### src/hw/fatm_pkg.sv
// Purpose: Shared constants and types of the fault and temperature alarm monitor
// Assumes: 8-bit register addresses, 24-bit register data, 1 MHz sample strobe
// Notes: Register offsets are the printed byte offsets of the register port
package fatm_pkg;

    // ==========================================================
    // Register port
    localparam int ADDR_W = 8;
    localparam int DATA_W = 24;

    localparam logic [7:0] ADDR_FAST_LEVEL = 8'h00;
    localparam logic [7:0] ADDR_PHASE = 8'h0C;
    localparam logic [7:0] ADDR_INT_TEMP = 8'h0E;
    localparam logic [7:0] ADDR_EXT_TEMP = 8'h0F;
    localparam logic [7:0] ADDR_FAST_CTL = 8'h10;
    localparam logic [7:0] ADDR_MODE = 8'h18;
    localparam logic [7:0] ADDR_TEMP_CTL = 8'h1B;
    localparam logic [7:0] ADDR_EXT_GAIN = 8'h1C;
    localparam logic [7:0] ADDR_EXT_OFS = 8'h1D;

    // ==========================================================
    // Reset values and the implemented mode bit mask
    localparam logic [15:0] FAST_CTL_RST = 16'hFFFF;
    localparam logic [15:0] TEMP_CTL_RST = 16'h07FF;
    localparam logic [15:0] MODE_RST = 16'h0000;
    localparam logic [15:0] MODE_IMPL_MASK = 16'h1200;
    localparam logic [7:0] EXT_CAL_RST = 8'h00;
    localparam logic [23:0] LEVEL_RST = 24'h000000;
    localparam logic [15:0] PHASE_RST = 16'h0000;
    localparam logic [9:0] TEMP_VAL_RST = 10'h000;

    // ==========================================================
    // Field positions
    localparam int FLC_CYCLE_BIT = 15;
    localparam int FLC_THR_MSB = 14;
    localparam int MODE_FREQ_BIT = 9;
    localparam int MODE_PIN_FUNC_BIT = 12;
    localparam int TC_MEAS_OFF_BIT = 15;
    localparam int TC_ALARM_SRC_BIT = 14;
    localparam int TC_SRC_MSB = 13;
    localparam int TC_SRC_LSB = 12;
    localparam int TC_IVL_MSB = 11;
    localparam int TC_IVL_LSB = 10;
    localparam int TC_THR_MSB = 9;
    localparam int LEVEL_CMP_MSB = 23;
    localparam int LEVEL_CMP_LSB = 9;

    // ==========================================================
    // Timing
    localparam int SAMPLE_RATE_HZ = 1000000;
    localparam int LINE_50_HZ = 50;
    localparam int LINE_60_HZ = 60;
    localparam int HALF_50_SAMPLES = SAMPLE_RATE_HZ / (2 * LINE_50_HZ);
    localparam int HALF_60_SAMPLES = SAMPLE_RATE_HZ / (2 * LINE_60_HZ);
    localparam int ZX_DELAY_US = 570;
    localparam int ZX_DELAY_SAMPLES = (ZX_DELAY_US * (SAMPLE_RATE_HZ / 1000)) / 1000;
    localparam int CLK_HZ = 20000000;
    localparam int TEMP_BASE_MS = 50;
    localparam int TEMP_BASE_CYCLES = (CLK_HZ / 1000) * TEMP_BASE_MS;

    // ==========================================================
    // Types
    typedef enum logic [1:0]
    {
        TSRC_AUTO0 = 2'b00,
        TSRC_AUTO1 = 2'b01,
        TSRC_INT = 2'b10,
        TSRC_EXT = 2'b11
    } fatm_tsrc_t;

    typedef enum logic [1:0]
    {
        TS_IDLE = 2'b00,
        TS_WAIT_INT = 2'b01,
        TS_WAIT_EXT = 2'b10
    } fatm_tstate_t;

endpackage

### src/hw/fatm_zx_delay.sv
// Purpose: Delays a sampled level by a fixed number of sample strobes
// Assumes: sample_valid is a one-cycle strobe at the sample rate
// Notes: A change that reverts before the delay expires never reaches the output
`timescale 1ns/1ns
module fatm_zx_delay
#(
    parameter int DELAY = 570
)
(
    input wire logic core_clk,
    input wire logic reset,
    input wire logic sample_valid,
    input wire logic level_in,
    output logic level_out
);

    logic out_q;
    logic out_d;
    logic [15:0] cnt_q;
    logic [15:0] cnt_d;
    wire differs = level_in != out_q;
    wire expire = cnt_q == 16'(DELAY - 1);

    // ==========================================================
    // Delay counter
    always_comb
    begin
        out_d = out_q;
        cnt_d = cnt_q;
        if (sample_valid)
        begin
            if (!differs)
            begin
                cnt_d = 16'h0000;
            end
            else if (expire)
            begin
                out_d = level_in;
                cnt_d = 16'h0000;
            end
            else
            begin
                cnt_d = cnt_q + 16'h0001;
            end
        end
    end

    always_ff @(posedge core_clk)
    begin
        if (reset)
        begin
            out_q <= 1'b0;
            cnt_q <= 16'h0000;
        end
        else
        begin
            out_q <= out_d;
            cnt_q <= cnt_d;
        end
    end

    assign level_out = out_q;

endmodule

### src/hw/fatm_monitor.sv
// Purpose: Fast current level, leakage and temperature alarm, phase angle, zero cross, temperature control
// Assumes: Samples arrive with a one-cycle sample_valid strobe at 1 MHz; register port sits behind the serial link
// Notes: Register reads come from a flip-flop one cycle after the address is presented
`timescale 1ns/1ns
module fatm_monitor
    import fatm_pkg::*;
#(
    parameter int LEVEL_SHIFT = 14,
    parameter int HPF_SHIFT = 8,
    parameter int TEMP_INTERVAL_CYCLES = fatm_pkg::TEMP_BASE_CYCLES
)
(
    input wire logic core_clk,
    input wire logic reset,
    input wire logic [fatm_pkg::ADDR_W-1:0] reg_addr,
    input wire logic reg_wr_en,
    input wire logic [fatm_pkg::DATA_W-1:0] reg_wr_data,
    output logic [fatm_pkg::DATA_W-1:0] reg_rd_data,
    input wire logic sample_valid,
    input wire logic signed [23:0] filtered_current_wave,
    input wire logic signed [23:0] voltage_wave,
    input wire logic hpf_enable,
    input wire logic energy_pulse_in,
    output logic temp_conv_req,
    output logic temp_conv_ext,
    input wire logic temp_int_done,
    input wire logic [9:0] temp_int_code,
    input wire logic temp_sense_done,
    input wire logic [9:0] temp_sense_code,
    output logic [7:0] external_sensor_gain,
    output logic [7:0] external_sensor_offset,
    output logic pulse_alarm_pin,
    output logic zero_cross_pin
);
    import fatm_pkg::*;

    // ==========================================================
    // Helpers
    function automatic logic [23:0] abs24(input logic signed [23:0] x);
        return x[23] ? 24'(-x) : 24'(x);
    endfunction

    function automatic logic [23:0] sat24(input logic [39:0] x);
        return (x[39:24] != 16'h0000) ? 24'hFFFFFF : x[23:0];
    endfunction

    function automatic logic [23:0] ivl_cycles(input logic [1:0] sel);
        return 24'(TEMP_INTERVAL_CYCLES) << sel;
    endfunction

    // ==========================================================
    // Register state
    logic [15:0] fast_level_control_q;
    logic [15:0] mode_q;
    logic [15:0] temperature_control_q;
    logic [7:0] ext_gain_q;
    logic [7:0] ext_ofs_q;
    logic [23:0] fast_current_level_q;
    logic [15:0] phase_angle_reg_q;
    logic [9:0] int_temp_q;
    logic [9:0] ext_temp_q;
    logic [23:0] rd_data_q;
    logic [23:0] rd_data_d;

    wire wr_fast_ctl = reg_wr_en && (reg_addr == ADDR_FAST_CTL);
    wire wr_mode = reg_wr_en && (reg_addr == ADDR_MODE);
    wire wr_temp_ctl = reg_wr_en && (reg_addr == ADDR_TEMP_CTL);
    wire wr_ext_gain = reg_wr_en && (reg_addr == ADDR_EXT_GAIN);
    wire wr_ext_ofs = reg_wr_en && (reg_addr == ADDR_EXT_OFS);

    wire full_cycle = fast_level_control_q[FLC_CYCLE_BIT];
    wire [14:0] leak_threshold = fast_level_control_q[FLC_THR_MSB:0];
    wire freq_60 = mode_q[MODE_FREQ_BIT];
    wire pin_alarm_mode = mode_q[MODE_PIN_FUNC_BIT];
    wire meas_off = temperature_control_q[TC_MEAS_OFF_BIT];
    wire leak_source = temperature_control_q[TC_ALARM_SRC_BIT];
    wire [1:0] temp_src = temperature_control_q[TC_SRC_MSB:TC_SRC_LSB];
    wire [1:0] temp_ivl = temperature_control_q[TC_IVL_MSB:TC_IVL_LSB];
    wire [9:0] temp_threshold = temperature_control_q[TC_THR_MSB:0];

    // Writes to read-only offsets are dropped; value registers change only from hardware
    always_ff @(posedge core_clk)
    begin
        if (reset)
        begin
            fast_level_control_q <= FAST_CTL_RST;
            mode_q <= MODE_RST;
            temperature_control_q <= TEMP_CTL_RST;
            ext_gain_q <= EXT_CAL_RST;
            ext_ofs_q <= EXT_CAL_RST;
        end
        else
        begin
            if (wr_fast_ctl)
            begin
                fast_level_control_q <= reg_wr_data[15:0];
            end
            if (wr_mode)
            begin
                mode_q <= reg_wr_data[15:0] & MODE_IMPL_MASK;
            end
            if (wr_temp_ctl)
            begin
                temperature_control_q <= reg_wr_data[15:0];
            end
            if (wr_ext_gain)
            begin
                ext_gain_q <= reg_wr_data[7:0];
            end
            if (wr_ext_ofs)
            begin
                ext_ofs_q <= reg_wr_data[7:0];
            end
        end
    end

    // ==========================================================
    // Read mux, narrow registers sit in the low bits
    always_comb
    begin
        case (reg_addr)
            ADDR_FAST_LEVEL: rd_data_d = fast_current_level_q;
            ADDR_PHASE: rd_data_d = {8'h00, phase_angle_reg_q};
            ADDR_INT_TEMP: rd_data_d = {14'h0000, int_temp_q};
            ADDR_EXT_TEMP: rd_data_d = {14'h0000, ext_temp_q};
            ADDR_FAST_CTL: rd_data_d = {8'h00, fast_level_control_q};
            ADDR_MODE: rd_data_d = {8'h00, mode_q};
            ADDR_TEMP_CTL: rd_data_d = {8'h00, temperature_control_q};
            ADDR_EXT_GAIN: rd_data_d = {16'h0000, ext_gain_q};
            ADDR_EXT_OFS: rd_data_d = {16'h0000, ext_ofs_q};
            default: rd_data_d = 24'h000000;
        endcase
    end

    always_ff @(posedge core_clk)
    begin
        if (reset)
        begin
            rd_data_q <= 24'h000000;
        end
        else
        begin
            rd_data_q <= rd_data_d;
        end
    end

    assign reg_rd_data = rd_data_q;
    assign external_sensor_gain = ext_gain_q;
    assign external_sensor_offset = ext_ofs_q;

    // ==========================================================
    // Optional high-pass: subtract a slow running mean
    logic signed [23:0] dc_q;
    wire signed [23:0] hp_wave = 24'(filtered_current_wave - dc_q);
    wire signed [23:0] dc_step = hp_wave >>> HPF_SHIFT;
    wire signed [23:0] level_wave = hpf_enable ? hp_wave : filtered_current_wave;

    always_ff @(posedge core_clk)
    begin
        if (reset)
        begin
            dc_q <= 24'sh000000;
        end
        else if (sample_valid)
        begin
            dc_q <= 24'(dc_q + dc_step);
        end
    end

    // ==========================================================
    // Fast level accumulation and leakage compare
    logic [39:0] acc_q;
    logic [14:0] win_cnt_q;
    logic leak_alarm_q;
    // Window length follows the line frequency; full cycle doubles it
    wire [14:0] half_len = freq_60 ? 15'(HALF_60_SAMPLES) : 15'(HALF_50_SAMPLES);
    wire [14:0] win_len = full_cycle ? 15'(half_len << 1) : half_len;
    wire [39:0] acc_next = acc_q + {16'h0000, abs24(level_wave)};
    wire refresh = sample_valid && (win_cnt_q == 15'(win_len - 15'h0001));
    wire [23:0] level_new = sat24(acc_next >> LEVEL_SHIFT);
    wire leak_hit = level_new[LEVEL_CMP_MSB:LEVEL_CMP_LSB] >= leak_threshold;

    always_ff @(posedge core_clk)
    begin
        if (reset)
        begin
            acc_q <= 40'h0000000000;
            win_cnt_q <= 15'h0000;
            fast_current_level_q <= LEVEL_RST;
            leak_alarm_q <= 1'b0;
        end
        else if (refresh)
        begin
            acc_q <= 40'h0000000000;
            win_cnt_q <= 15'h0000;
            fast_current_level_q <= level_new;
            leak_alarm_q <= leak_hit;
        end
        else if (sample_valid)
        begin
            acc_q <= acc_next;
            win_cnt_q <= 15'(win_cnt_q + 15'h0001);
        end
    end

    // ==========================================================
    // Phase angle between positive zero crossings
    logic v_pos_q;
    logic i_pos_q;
    logic [15:0] ph_cnt_q;
    wire v_rise = sample_valid && !v_pos_q && !voltage_wave[23];
    wire i_rise = sample_valid && !i_pos_q && !filtered_current_wave[23];
    // Count saturates so a missing voltage crossing does not wrap to a small angle
    wire [15:0] ph_cnt_inc = (ph_cnt_q == 16'hFFFF) ? ph_cnt_q : 16'(ph_cnt_q + 16'h0001);

    always_ff @(posedge core_clk)
    begin
        if (reset)
        begin
            v_pos_q <= 1'b0;
            i_pos_q <= 1'b0;
            ph_cnt_q <= 16'h0000;
            phase_angle_reg_q <= PHASE_RST;
        end
        else if (sample_valid)
        begin
            v_pos_q <= !voltage_wave[23];
            i_pos_q <= !filtered_current_wave[23];
            ph_cnt_q <= v_rise ? 16'h0000 : ph_cnt_inc;
            if (i_rise)
            begin
                phase_angle_reg_q <= v_rise ? 16'h0000 : ph_cnt_inc;
            end
        end
    end

    // ==========================================================
    // Zero-cross output: high in the negative half, delayed
    fatm_zx_delay
    #(
        .DELAY(ZX_DELAY_SAMPLES)
    )
    u_zx
    (
        .core_clk(core_clk),
        .reset(reset),
        .sample_valid(sample_valid),
        .level_in(voltage_wave[23]),
        .level_out(zero_cross_pin)
    );

    // ==========================================================
    // Temperature measurement sequencing
    fatm_tstate_t tstate_q;
    fatm_tstate_t tstate_d;
    logic [23:0] ivl_cnt_q;
    logic auto_ext_q;
    logic conv_req_q;
    logic conv_ext_q;
    wire ivl_tick = ivl_cnt_q >= 24'(ivl_cycles(temp_ivl) - 24'h000001);
    wire auto_src = (temp_src == TSRC_AUTO0) || (temp_src == TSRC_AUTO1);
    // Automatic mode alternates internal and external conversions
    wire pick_ext = auto_src ? auto_ext_q : (temp_src == TSRC_EXT);
    wire start_conv = (tstate_q == TS_IDLE) && ivl_tick && !meas_off;

    always_comb
    begin
        tstate_d = tstate_q;
        case (tstate_q)
            TS_IDLE:
            begin
                if (start_conv)
                begin
                    tstate_d = pick_ext ? TS_WAIT_EXT : TS_WAIT_INT;
                end
            end
            TS_WAIT_INT:
            begin
                if (meas_off || temp_int_done)
                begin
                    tstate_d = TS_IDLE;
                end
            end
            TS_WAIT_EXT:
            begin
                if (meas_off || temp_sense_done)
                begin
                    tstate_d = TS_IDLE;
                end
            end
            default: tstate_d = TS_IDLE;
        endcase
    end

    always_ff @(posedge core_clk)
    begin
        if (reset)
        begin
            tstate_q <= TS_IDLE;
            ivl_cnt_q <= 24'h000000;
            auto_ext_q <= 1'b0;
            conv_req_q <= 1'b0;
            conv_ext_q <= 1'b0;
        end
        else
        begin
            tstate_q <= meas_off ? TS_IDLE : tstate_d;
            ivl_cnt_q <= (meas_off || ivl_tick) ? 24'h000000 : 24'(ivl_cnt_q + 24'h000001);
            conv_req_q <= start_conv;
            if (start_conv)
            begin
                conv_ext_q <= pick_ext;
                auto_ext_q <= auto_src ? !auto_ext_q : auto_ext_q;
            end
        end
    end

    assign temp_conv_req = conv_req_q;
    assign temp_conv_ext = conv_ext_q;

    always_ff @(posedge core_clk)
    begin
        if (reset)
        begin
            int_temp_q <= TEMP_VAL_RST;
            ext_temp_q <= TEMP_VAL_RST;
        end
        else
        begin
            if ((tstate_q == TS_WAIT_INT) && temp_int_done && !meas_off)
            begin
                int_temp_q <= temp_int_code;
            end
            if ((tstate_q == TS_WAIT_EXT) && temp_sense_done && !meas_off)
            begin
                ext_temp_q <= temp_sense_code;
            end
        end
    end

    // ==========================================================
    // Shared pulse/alarm pin
    logic pin_q;
    wire temp_alarm = ext_temp_q >= temp_threshold;
    wire alarm_sel = leak_source ? leak_alarm_q : temp_alarm;
    wire pin_d = pin_alarm_mode ? alarm_sel : energy_pulse_in;

    always_ff @(posedge core_clk)
    begin
        if (reset)
        begin
            pin_q <= 1'b0;
        end
        else
        begin
            pin_q <= pin_d;
        end
    end

    assign pulse_alarm_pin = pin_q;

endmodule

### config.mk
export PLATFORM = sky130hd
export DESIGN_NAME = fatm_monitor
export DESIGN_NICKNAME = d
export VERILOG_FILES = /design/src/hw/fatm_pkg.sv /design/src/hw/fatm_zx_delay.sv /design/src/hw/fatm_monitor.sv
export SDC_FILE = /design/constraint.sdc
export NUM_CORES = 1
export LEC_CHECK = 0
export BUFFER_PORTS_ARGS = -buffer_cell sky130_fd_sc_hd__clkbuf_2
export CAP_MARGIN = 20
export CORE_MARGIN = 8
export CORE_UTILIZATION = 61
export DETAILED_ROUTE_END_ITERATION = 7
export PLACE_DENSITY_LB_ADDON = 0.2
export REMOVE_ABC_BUFFERS = 1
export SKIP_LAST_GASP = 1
export SYNTH_ARGS = -nofsm -noshare
export SYNTH_HDL_FRONTEND = slang
export SYNTH_SLANG_ARGS = --single-unit
### constraint.sdc
create_clock -name core_clk -period 23.2 [get_ports core_clk]
set_input_delay 2.32 -clock core_clk [delete_from_list [all_inputs] [get_ports core_clk]]
set_output_delay 2.32 -clock core_clk [all_outputs]
set_load 0.03 [all_outputs]
* Word level (Yosys, flattened, before mapping)
Index checks and enable logic that the tools add are counted.
** Operators by class
- $add $sub $neg :: 10
- Magnitude comparators :: 3
- Reduce and logical (&&, ||, !) cells :: 37
- Equal/unequal tests :: 19
- Muxes and demuxes :: 18
- Shifts and indexed selects :: 1
** Operator list (count)
- 24-bit one-hot mux with 9 select lines :: 1
- 24-bit two-way mux :: 3
- 16-bit two-way mux :: 4
- 40-bit by 24-bit adder with 40-bit output :: 1
- 8-bit by 5-bit equality test with 1-bit output (second input constant) :: 5
- 16-bit by 1-bit adder with 16-bit output (second input constant) :: 2
- 24-bit by 1-bit adder with 24-bit output (second input constant) :: 1
- 24-bit by 16-bit adder with 24-bit output :: 1
- 8-bit by 4-bit equality test with 1-bit output (second input constant) :: 3
- 24-bit >= comparator :: 1
- 24-bit negator :: 1
- 20-bit by 2-bit << shifter with 24-bit output (first input constant) :: 1
- 24-bit by 1-bit subtractor with 24-bit output (second input constant) :: 1
- 24-bit subtractor :: 1
- 16-bit by 10-bit equality test with 1-bit output (second input constant) :: 1
- 16-bit equality test (second input constant) :: 1
- 1-bit logical AND :: 16
- 16-bit nonzero test :: 1
- 15-bit by 1-bit adder with 15-bit output (second input constant) :: 1
- 15-bit equality test :: 1
- 15-bit >= comparator :: 1
- 15-bit two-way mux :: 1
- 15-bit by 1-bit subtractor with 15-bit output (second input constant) :: 1
- 11-bit two-way mux :: 1
- 15 further kinds :: 37
** Storage, ports and cells
- Input bits :: 108
- Logic and storage cells :: 113
- Output and inout bits :: 44
- Register bits after elaboration :: 279

* Longest topological paths before layout
- Depth after elaboration :: 8
- Mapped depth :: 43

* Modules after synthesis
Synthesis repeated with hierarchy kept, for this count alone.
** Second synthesis, totals
- Cell total of the unflattened synthesis :: 2146
- Area, all modules :: 17304.1 µm²
** Modules (own cells, without submodules)
- fatm_monitor :: area each 16387.0 µm², cells each 2036, instances 1, sequential area each 5245.0 µm²
- fatm_zx_delay :: area each 917.1 µm², cells each 110, instances 1, sequential area each 340.3 µm²

* Least setup slack after synthesis
OpenSTA, ideal clock, no wires.
- Path type :: in2reg
- Start :: input port filtered_current_wave[9]
- End :: register leak_alarm_q
- Buffers on the path :: 1
- Setup time :: 0.132 ns
- Path slack :: 13.095 ns
- Cell stages on the path :: 41
- Data arrival time :: 9.973 ns
- Cells stage by stage :: ha_1 a21o_1 a31o_1 a211o_1 o21ai_2 a21oi_2 nor3_1 o21bai_1 a21o_1 a21oi_1 xnor2_1 mux2_2 nand2_1 xor2_1 ha_1 a21o_1 a21o_1 a21oi_1 [... 5 more ...] and4b_1 a211oi_2 buf_2 nor2_1 ha_1 nand2b_1 a21o_1 a21o_1 a21o_1 a21o_1 a21o_1 a21o_1 a21o_1 a21o_1 a21o_1 a21oi_1 o311a_1 nor3_1
** On the way
- Longest elaborated chain between the ends :: 8
** RTL lines
- start: declaration :: line fatm_monitor.sv:20 : input wire logic signed [23:0] filtered_current_wave,
- 24-bit subtractor :: line fatm_monitor.sv:154 : wire signed [23:0] hp_wave = 24'(filtered_current_wave - dc_q);
- 24-bit two-way mux (*) :: line fatm_monitor.sv:156 : wire signed [23:0] level_wave = hpf_enable ? hp_wave : filtered_current_wave;
- 24-bit negator :: line fatm_monitor.sv:40 : return x[23] ? 24'(-x) : 24'(x);
- 24-bit two-way mux (*) :: line fatm_monitor.sv:40
- 40-bit by 24-bit adder with 40-bit output (*) :: line fatm_monitor.sv:178 : wire [39:0] acc_next = acc_q + {16'h0000, abs24(level_wave)};
- 16-bit nonzero test :: line fatm_monitor.sv:44 : return (x[39:24] != 16'h0000) ? 24'hFFFFFF : x[23:0];
- 24-bit two-way mux (*) :: line fatm_monitor.sv:44
- 15-bit >= comparator (*) :: line fatm_monitor.sv:181 : wire leak_hit = level_new[LEVEL_CMP_MSB:LEVEL_CMP_LSB] >= leak_threshold;
- end signal: assignment :: line fatm_monitor.sv:197 : leak_alarm_q <= leak_hit;
- end: declaration :: line fatm_monitor.sv:174 : logic leak_alarm_q;
Mark *: on every way between the ends. The rest lies on a longest branch, timed or not.
A chain may end at the register's enable or synchronous reset.

* Worst setup path in the final report
- Start :: input port filtered_current_wave[0]
- End :: register leak_alarm_q
The elaborated chain is that of the path after synthesis.

==> summary.md <==
| Metric | Value |
|---|---|
| Result of the run | `completed` |
| Number of top-level pins | `152` |
| Number of placement rows | `61` |
| CTS clock-pin slew for the worst setup and hold paths | `0.06 ns` |
| Wire length after detailed routing | `41.4 mm` |
| Number of setup violations in the final report | `0` |
| Diodes inserted | `0` |
| RSZ-0062 raised after global routing | `no` |
| Overall Global Routing Usage | `0.240` |
| CP max stage delay | `0.50 ns` |
| Kind of start point of the critical path | `input pin` |
| Final core area utilization | `0.683` |
| Post-detailed-route count of antenna-violating nets | `0` |
| Transition time of the tightest slew-check pin | `1.09 ns` |
| Post-placement cell count | `2500` |
| Post-route fraction of the period consumed by the critical path | `0.462` |
| Pleak | `8.12 nW` |
| Num Clock Sinks | `279` |
| Endpoint of the worst register-to-register path | `leak_alarm_q$_SDFFE_PP0P_` |
| Effective utilization at floorplan | `0.614` |
| Width of the chip | `183 um` |
| Depth of the most critical reg-to-reg path | `42` |
| Worst-path maximum fanout | `25` |
| Total gr overflow | `0` |
| Post-cts hold buffer count | `0` |
| Post-layout instance count excluding filler cells | `2556` |
| Slew headroom | `0.276` |
| Portion of the post-synthesis area used by sequential elements | `0.330` |
| Number of buffers on the longest clock path | `3` |
| Most instantiated cells after synthesis | `sky130_fd_sc_hd__dfxtp_1 (279), sky130_fd_sc_hd__nor2_1 (266), sky130_fd_sc_hd__nand2_1 (224), sky130_fd_sc_hd__a21oi_1 (158), sky130_fd_sc_hd__ha_1 (133)` |
| Reg-to-reg slack, setup | `14.02 ns` |
| Number of synthesized flops with an enable pin | `0` |
| Final sum of negative setup slack | `0 ns` |
| Post-synthesis register bit count | `279` |
| Crit path DAT | `11.14 ns` |
| Via count of the first global-routing pass | `14175` |
| Category of the worst setup path capture point | `flop` |
| Largest clock skew in the final design | `0.00799 ns` |
| Number of distinct library cells after synthesis | `82` |
| Most instantiated library cell after synthesis | `sky130_fd_sc_hd__dfxtp_1` |
| Most area-hungry cell type in the Yosys netlist | `sky130_fd_sc_hd__dfxtp_1` |
| Root buffer selected by CTS | `sky130_fd_sc_hd__clkbuf_16` |
| Number of DRC markers after the initial detailed-route iteration | `938` |
| Slowest stage cell, crit path | `sky130_fd_sc_hd__a211oi_1` |
| Maximum operating frequency | `93.3 MHz` |
| Synthesized area per cell | `8.15 sq um` |
| Hold path startpoint | `int_temp_q[8]$_SDFFE_PP0P_` |
| Count of port buffers added during placement | `120` |
| Final #Nets | `2398` |
| Power per cell area | `107 nW/um^2` |
| Number of vias after detailed routing | `14807` |
| Biggest area contributors in the synthesized netlist | `sky130_fd_sc_hd__dfxtp_1 (33%), sky130_fd_sc_hd__ha_1 (9.8%), sky130_fd_sc_hd__nor2_1 (5.9%)` |
| Worst hold path type | `reg -> reg` |
| Kind of critical path | `in -> reg` |
| Layout cells sized above 1 | `0.102` |
| Number of inserted filler cells in the final layout | `2291` |
| CTS Buf Count | `30` |
| Synth warnings | `0` |
| Count of cells resized by post-cts repair | `0` |
| Launch instance of the worst register-to-register path | `dc_q[0]$_SDFFE_PP0P_` |
| Depth of the CTS H-tree | `1` |
| Routed length per placed instance | `16.2 um` |
| HPWL after detailed placement | `30.5 mm` |
| Data required time of the critical path | `23.62 ns` |
| Die outline area | `33300 sq um` |
| FF+latch area | `5590 sq um` |
| Hold path endpoint | `int_temp_q[8]$_SDFFE_PP0P_` |
| Cell Area, Synth | `16900 sq um` |
| Number of max-slew violations in the final report | `0` |
| Predominant post-synthesis flop cell | `sky130_fd_sc_hd__dfxtp_1` |
| First-pass GRT wire length | `68.2 mm` |
| Post-CTS Setup Repair Bufs | `0` |
| Clk Latency, worst-skew pair | `0.55 ns` |
| Hold slack | `0.459 ns` |
| Total iterations of the first detailed-routing run | `5` |
| Number of antenna violations at the first check in global routing | `0` |
| Layout-stage area growth over the synthesis result | `11.3%` |
| Clock tree from TritonCTS | `yes` |
| Number of design rule violations left after detail routing | `0` |
| Area of the core | `27600 sq um` |
| Synthesized instance count | `2076` |
| Minimum clock period after layout | `10.72 ns` |
| Routability congestion estimate | `0.877` |
| Worst hold path cell count | `2` |
| Most used cell, CP | `sky130_fd_sc_hd__a21o_1` |
| Maximum number of pins on one net before global-route repair | `96` |
| Area share of the largest cell type after synthesis | `0.330` |
| Footprint of the multi-input gates | `10700 sq um` |
| Share of flip-flops with an asynchronous set or reset after synthesis | `0` |
| Number of max-capacitance violations reported | `0` |
| Total count of hold-check failures in the final report | `0` |
| VDD IR max | `0.0000727 V` |
| Vias per inst | `5.79` |
| Height of the die | `183 um` |
-- power breakdown --
| part | switching, mW | internal, mW | total (mW) |
|---|---|---|---|
| Clock | 0.199 | 0.300 | 0.499 |
| Combinational | 0.551 | 0.430 | 0.981 |
| Sequential | 0.0262 | 0.515 | 0.541 |
| Total | 0.777 | 1.24 | 2.02 |
-- worst max path at each step --
stage | startpoint | end | slack (ns)
6_report | filtered_current_wave[0] | leak_alarm_q$_SDFFE_PP0P_ | 12.48
5_1_grt | filtered_current_wave[0] | leak_alarm_q$_SDFFE_PP0P_ | 11.90
4_1_cts | filtered_current_wave[0] | leak_alarm_q$_SDFFE_PP0P_ | 12.56
3_5_place_dp | filtered_current_wave[0] | leak_alarm_q$_SDFFE_PP0P_ | 12.00
3_3_place_gp | filtered_current_wave[0] | leak_alarm_q$_SDFFE_PP0P_ | 12.16
2_1_floorplan | filtered_current_wave[9] | leak_alarm_q$_SDFFE_PP0P_ | 12.79
-- metrics by stage --
stage | setup slack [ns] | instance area [sq um] | total power, mW
after floorplan | 12.79 | 16600 | 1.33
after global placement | 12.16 | 17800 | 1.49
after detailed placement | 12.00 | 17800 | 1.52
after CTS | 12.56 | 18800 | 2.03
after global routing | 11.90 | 18800 | 2.18
final | 12.48 | 18800 | 2.02
-- flip-flops by register name, indices dropped and copies added (netlist names), 2 cells and up --
signal,count
acc_q,40
dc_q,24
fast_current_level_q,24
ivl_cnt_q,24
reg_rd_data,24
fast_level_control_q,16
ph_cnt_q,16
phase_angle_reg_q,16
temperature_control_q,16
u_zx.cnt_q,16
win_cnt_q,15
ext_temp_q,10
int_temp_q,10
external_sensor_gain,8
external_sensor_offset,8
mode_q,2
tstate_q,2
-- metal layers --
| metal | global-route usage | share of wire | vias up |
|---|---|---|---|
| met5 | 0 | 0 | - |
| met4 | 0.0722 | 0.025 | 0 |
| met3 | 0.0320 | 0.055 | 80 |
| met2 | 0.416 | 0.47 | 391 |
| met1 | 0.304 | 0.45 | 6912 |
| li1 | - | - | 7424 |
-- critical path: cells and delay by family --
family | cells | cell delay, ns
compound gates | 24 | 5.04
xor+xnor | 2 | 0.31
fa+ha+maj | 4 | 1.18
buf+inv | 4 | 0.47
mux | 1 | 0.45
simple gates | 9 | 1.36
-- placed cells by master, fill, tap and decap left out, types with 13 or more instances in the layout --
cell and instances:
sky130_fd_sc_hd__dfxtp_1 279, sky130_fd_sc_hd__nor2_1 266, sky130_fd_sc_hd__nand2_1 224, sky130_fd_sc_hd__a21oi_1 158, sky130_fd_sc_hd__ha_1 133, sky130_fd_sc_hd__clkbuf_2 118, sky130_fd_sc_hd__inv_1 89, sky130_fd_sc_hd__xnor2_1 89
sky130_fd_sc_hd__xor2_1 77, sky130_fd_sc_hd__mux2i_1 73, sky130_fd_sc_hd__nand3_1 58, sky130_fd_sc_hd__a21o_1 45, sky130_fd_sc_hd__and3_1 39, sky130_fd_sc_hd__nor3_1 39, sky130_fd_sc_hd__nand2b_1 34, sky130_fd_sc_hd__o21ai_0 33
sky130_fd_sc_hd__o211ai_1 32, sky130_fd_sc_hd__clkbuf_16 31, sky130_fd_sc_hd__a211oi_1 28, sky130_fd_sc_hd__nand4_1 25, sky130_fd_sc_hd__nor2b_1 24, sky130_fd_sc_hd__a22oi_1 23, sky130_fd_sc_hd__a31oi_1 20, sky130_fd_sc_hd__o21bai_1 15
sky130_fd_sc_hd__buf_4 15, sky130_fd_sc_hd__o21a_1 14, sky130_fd_sc_hd__or3_1 14, sky130_fd_sc_hd__a221oi_1 13
-- cell families after synthesis --
logic type               after synthesis  share of synthesized area
other                                  1                   0.000222
flip-flops                           279                      0.330
adder cells (fa/ha/maj)              139                      0.104
XOR/XNOR                             167                     0.0869
multiplexers                          87                     0.0526
AO/OA/AOI/OAI                        443                      0.173
AND/OR/NAND/NOR                      782                      0.214
buffers and inverters                178                     0.0397
-- layout make-up --
cell class                      instances  share of cell area
Multi-Input combinational cell       1620               0.567
Clock inverter                         13             0.00817
Timing Repair Buffer                  133              0.0373
Sequential cell                       279               0.297
Inverter                               90              0.0179
Tap cell                              378              0.0251
Clock buffer                           43              0.0473
No activity file was read; power rests on OpenSTA's default activity.
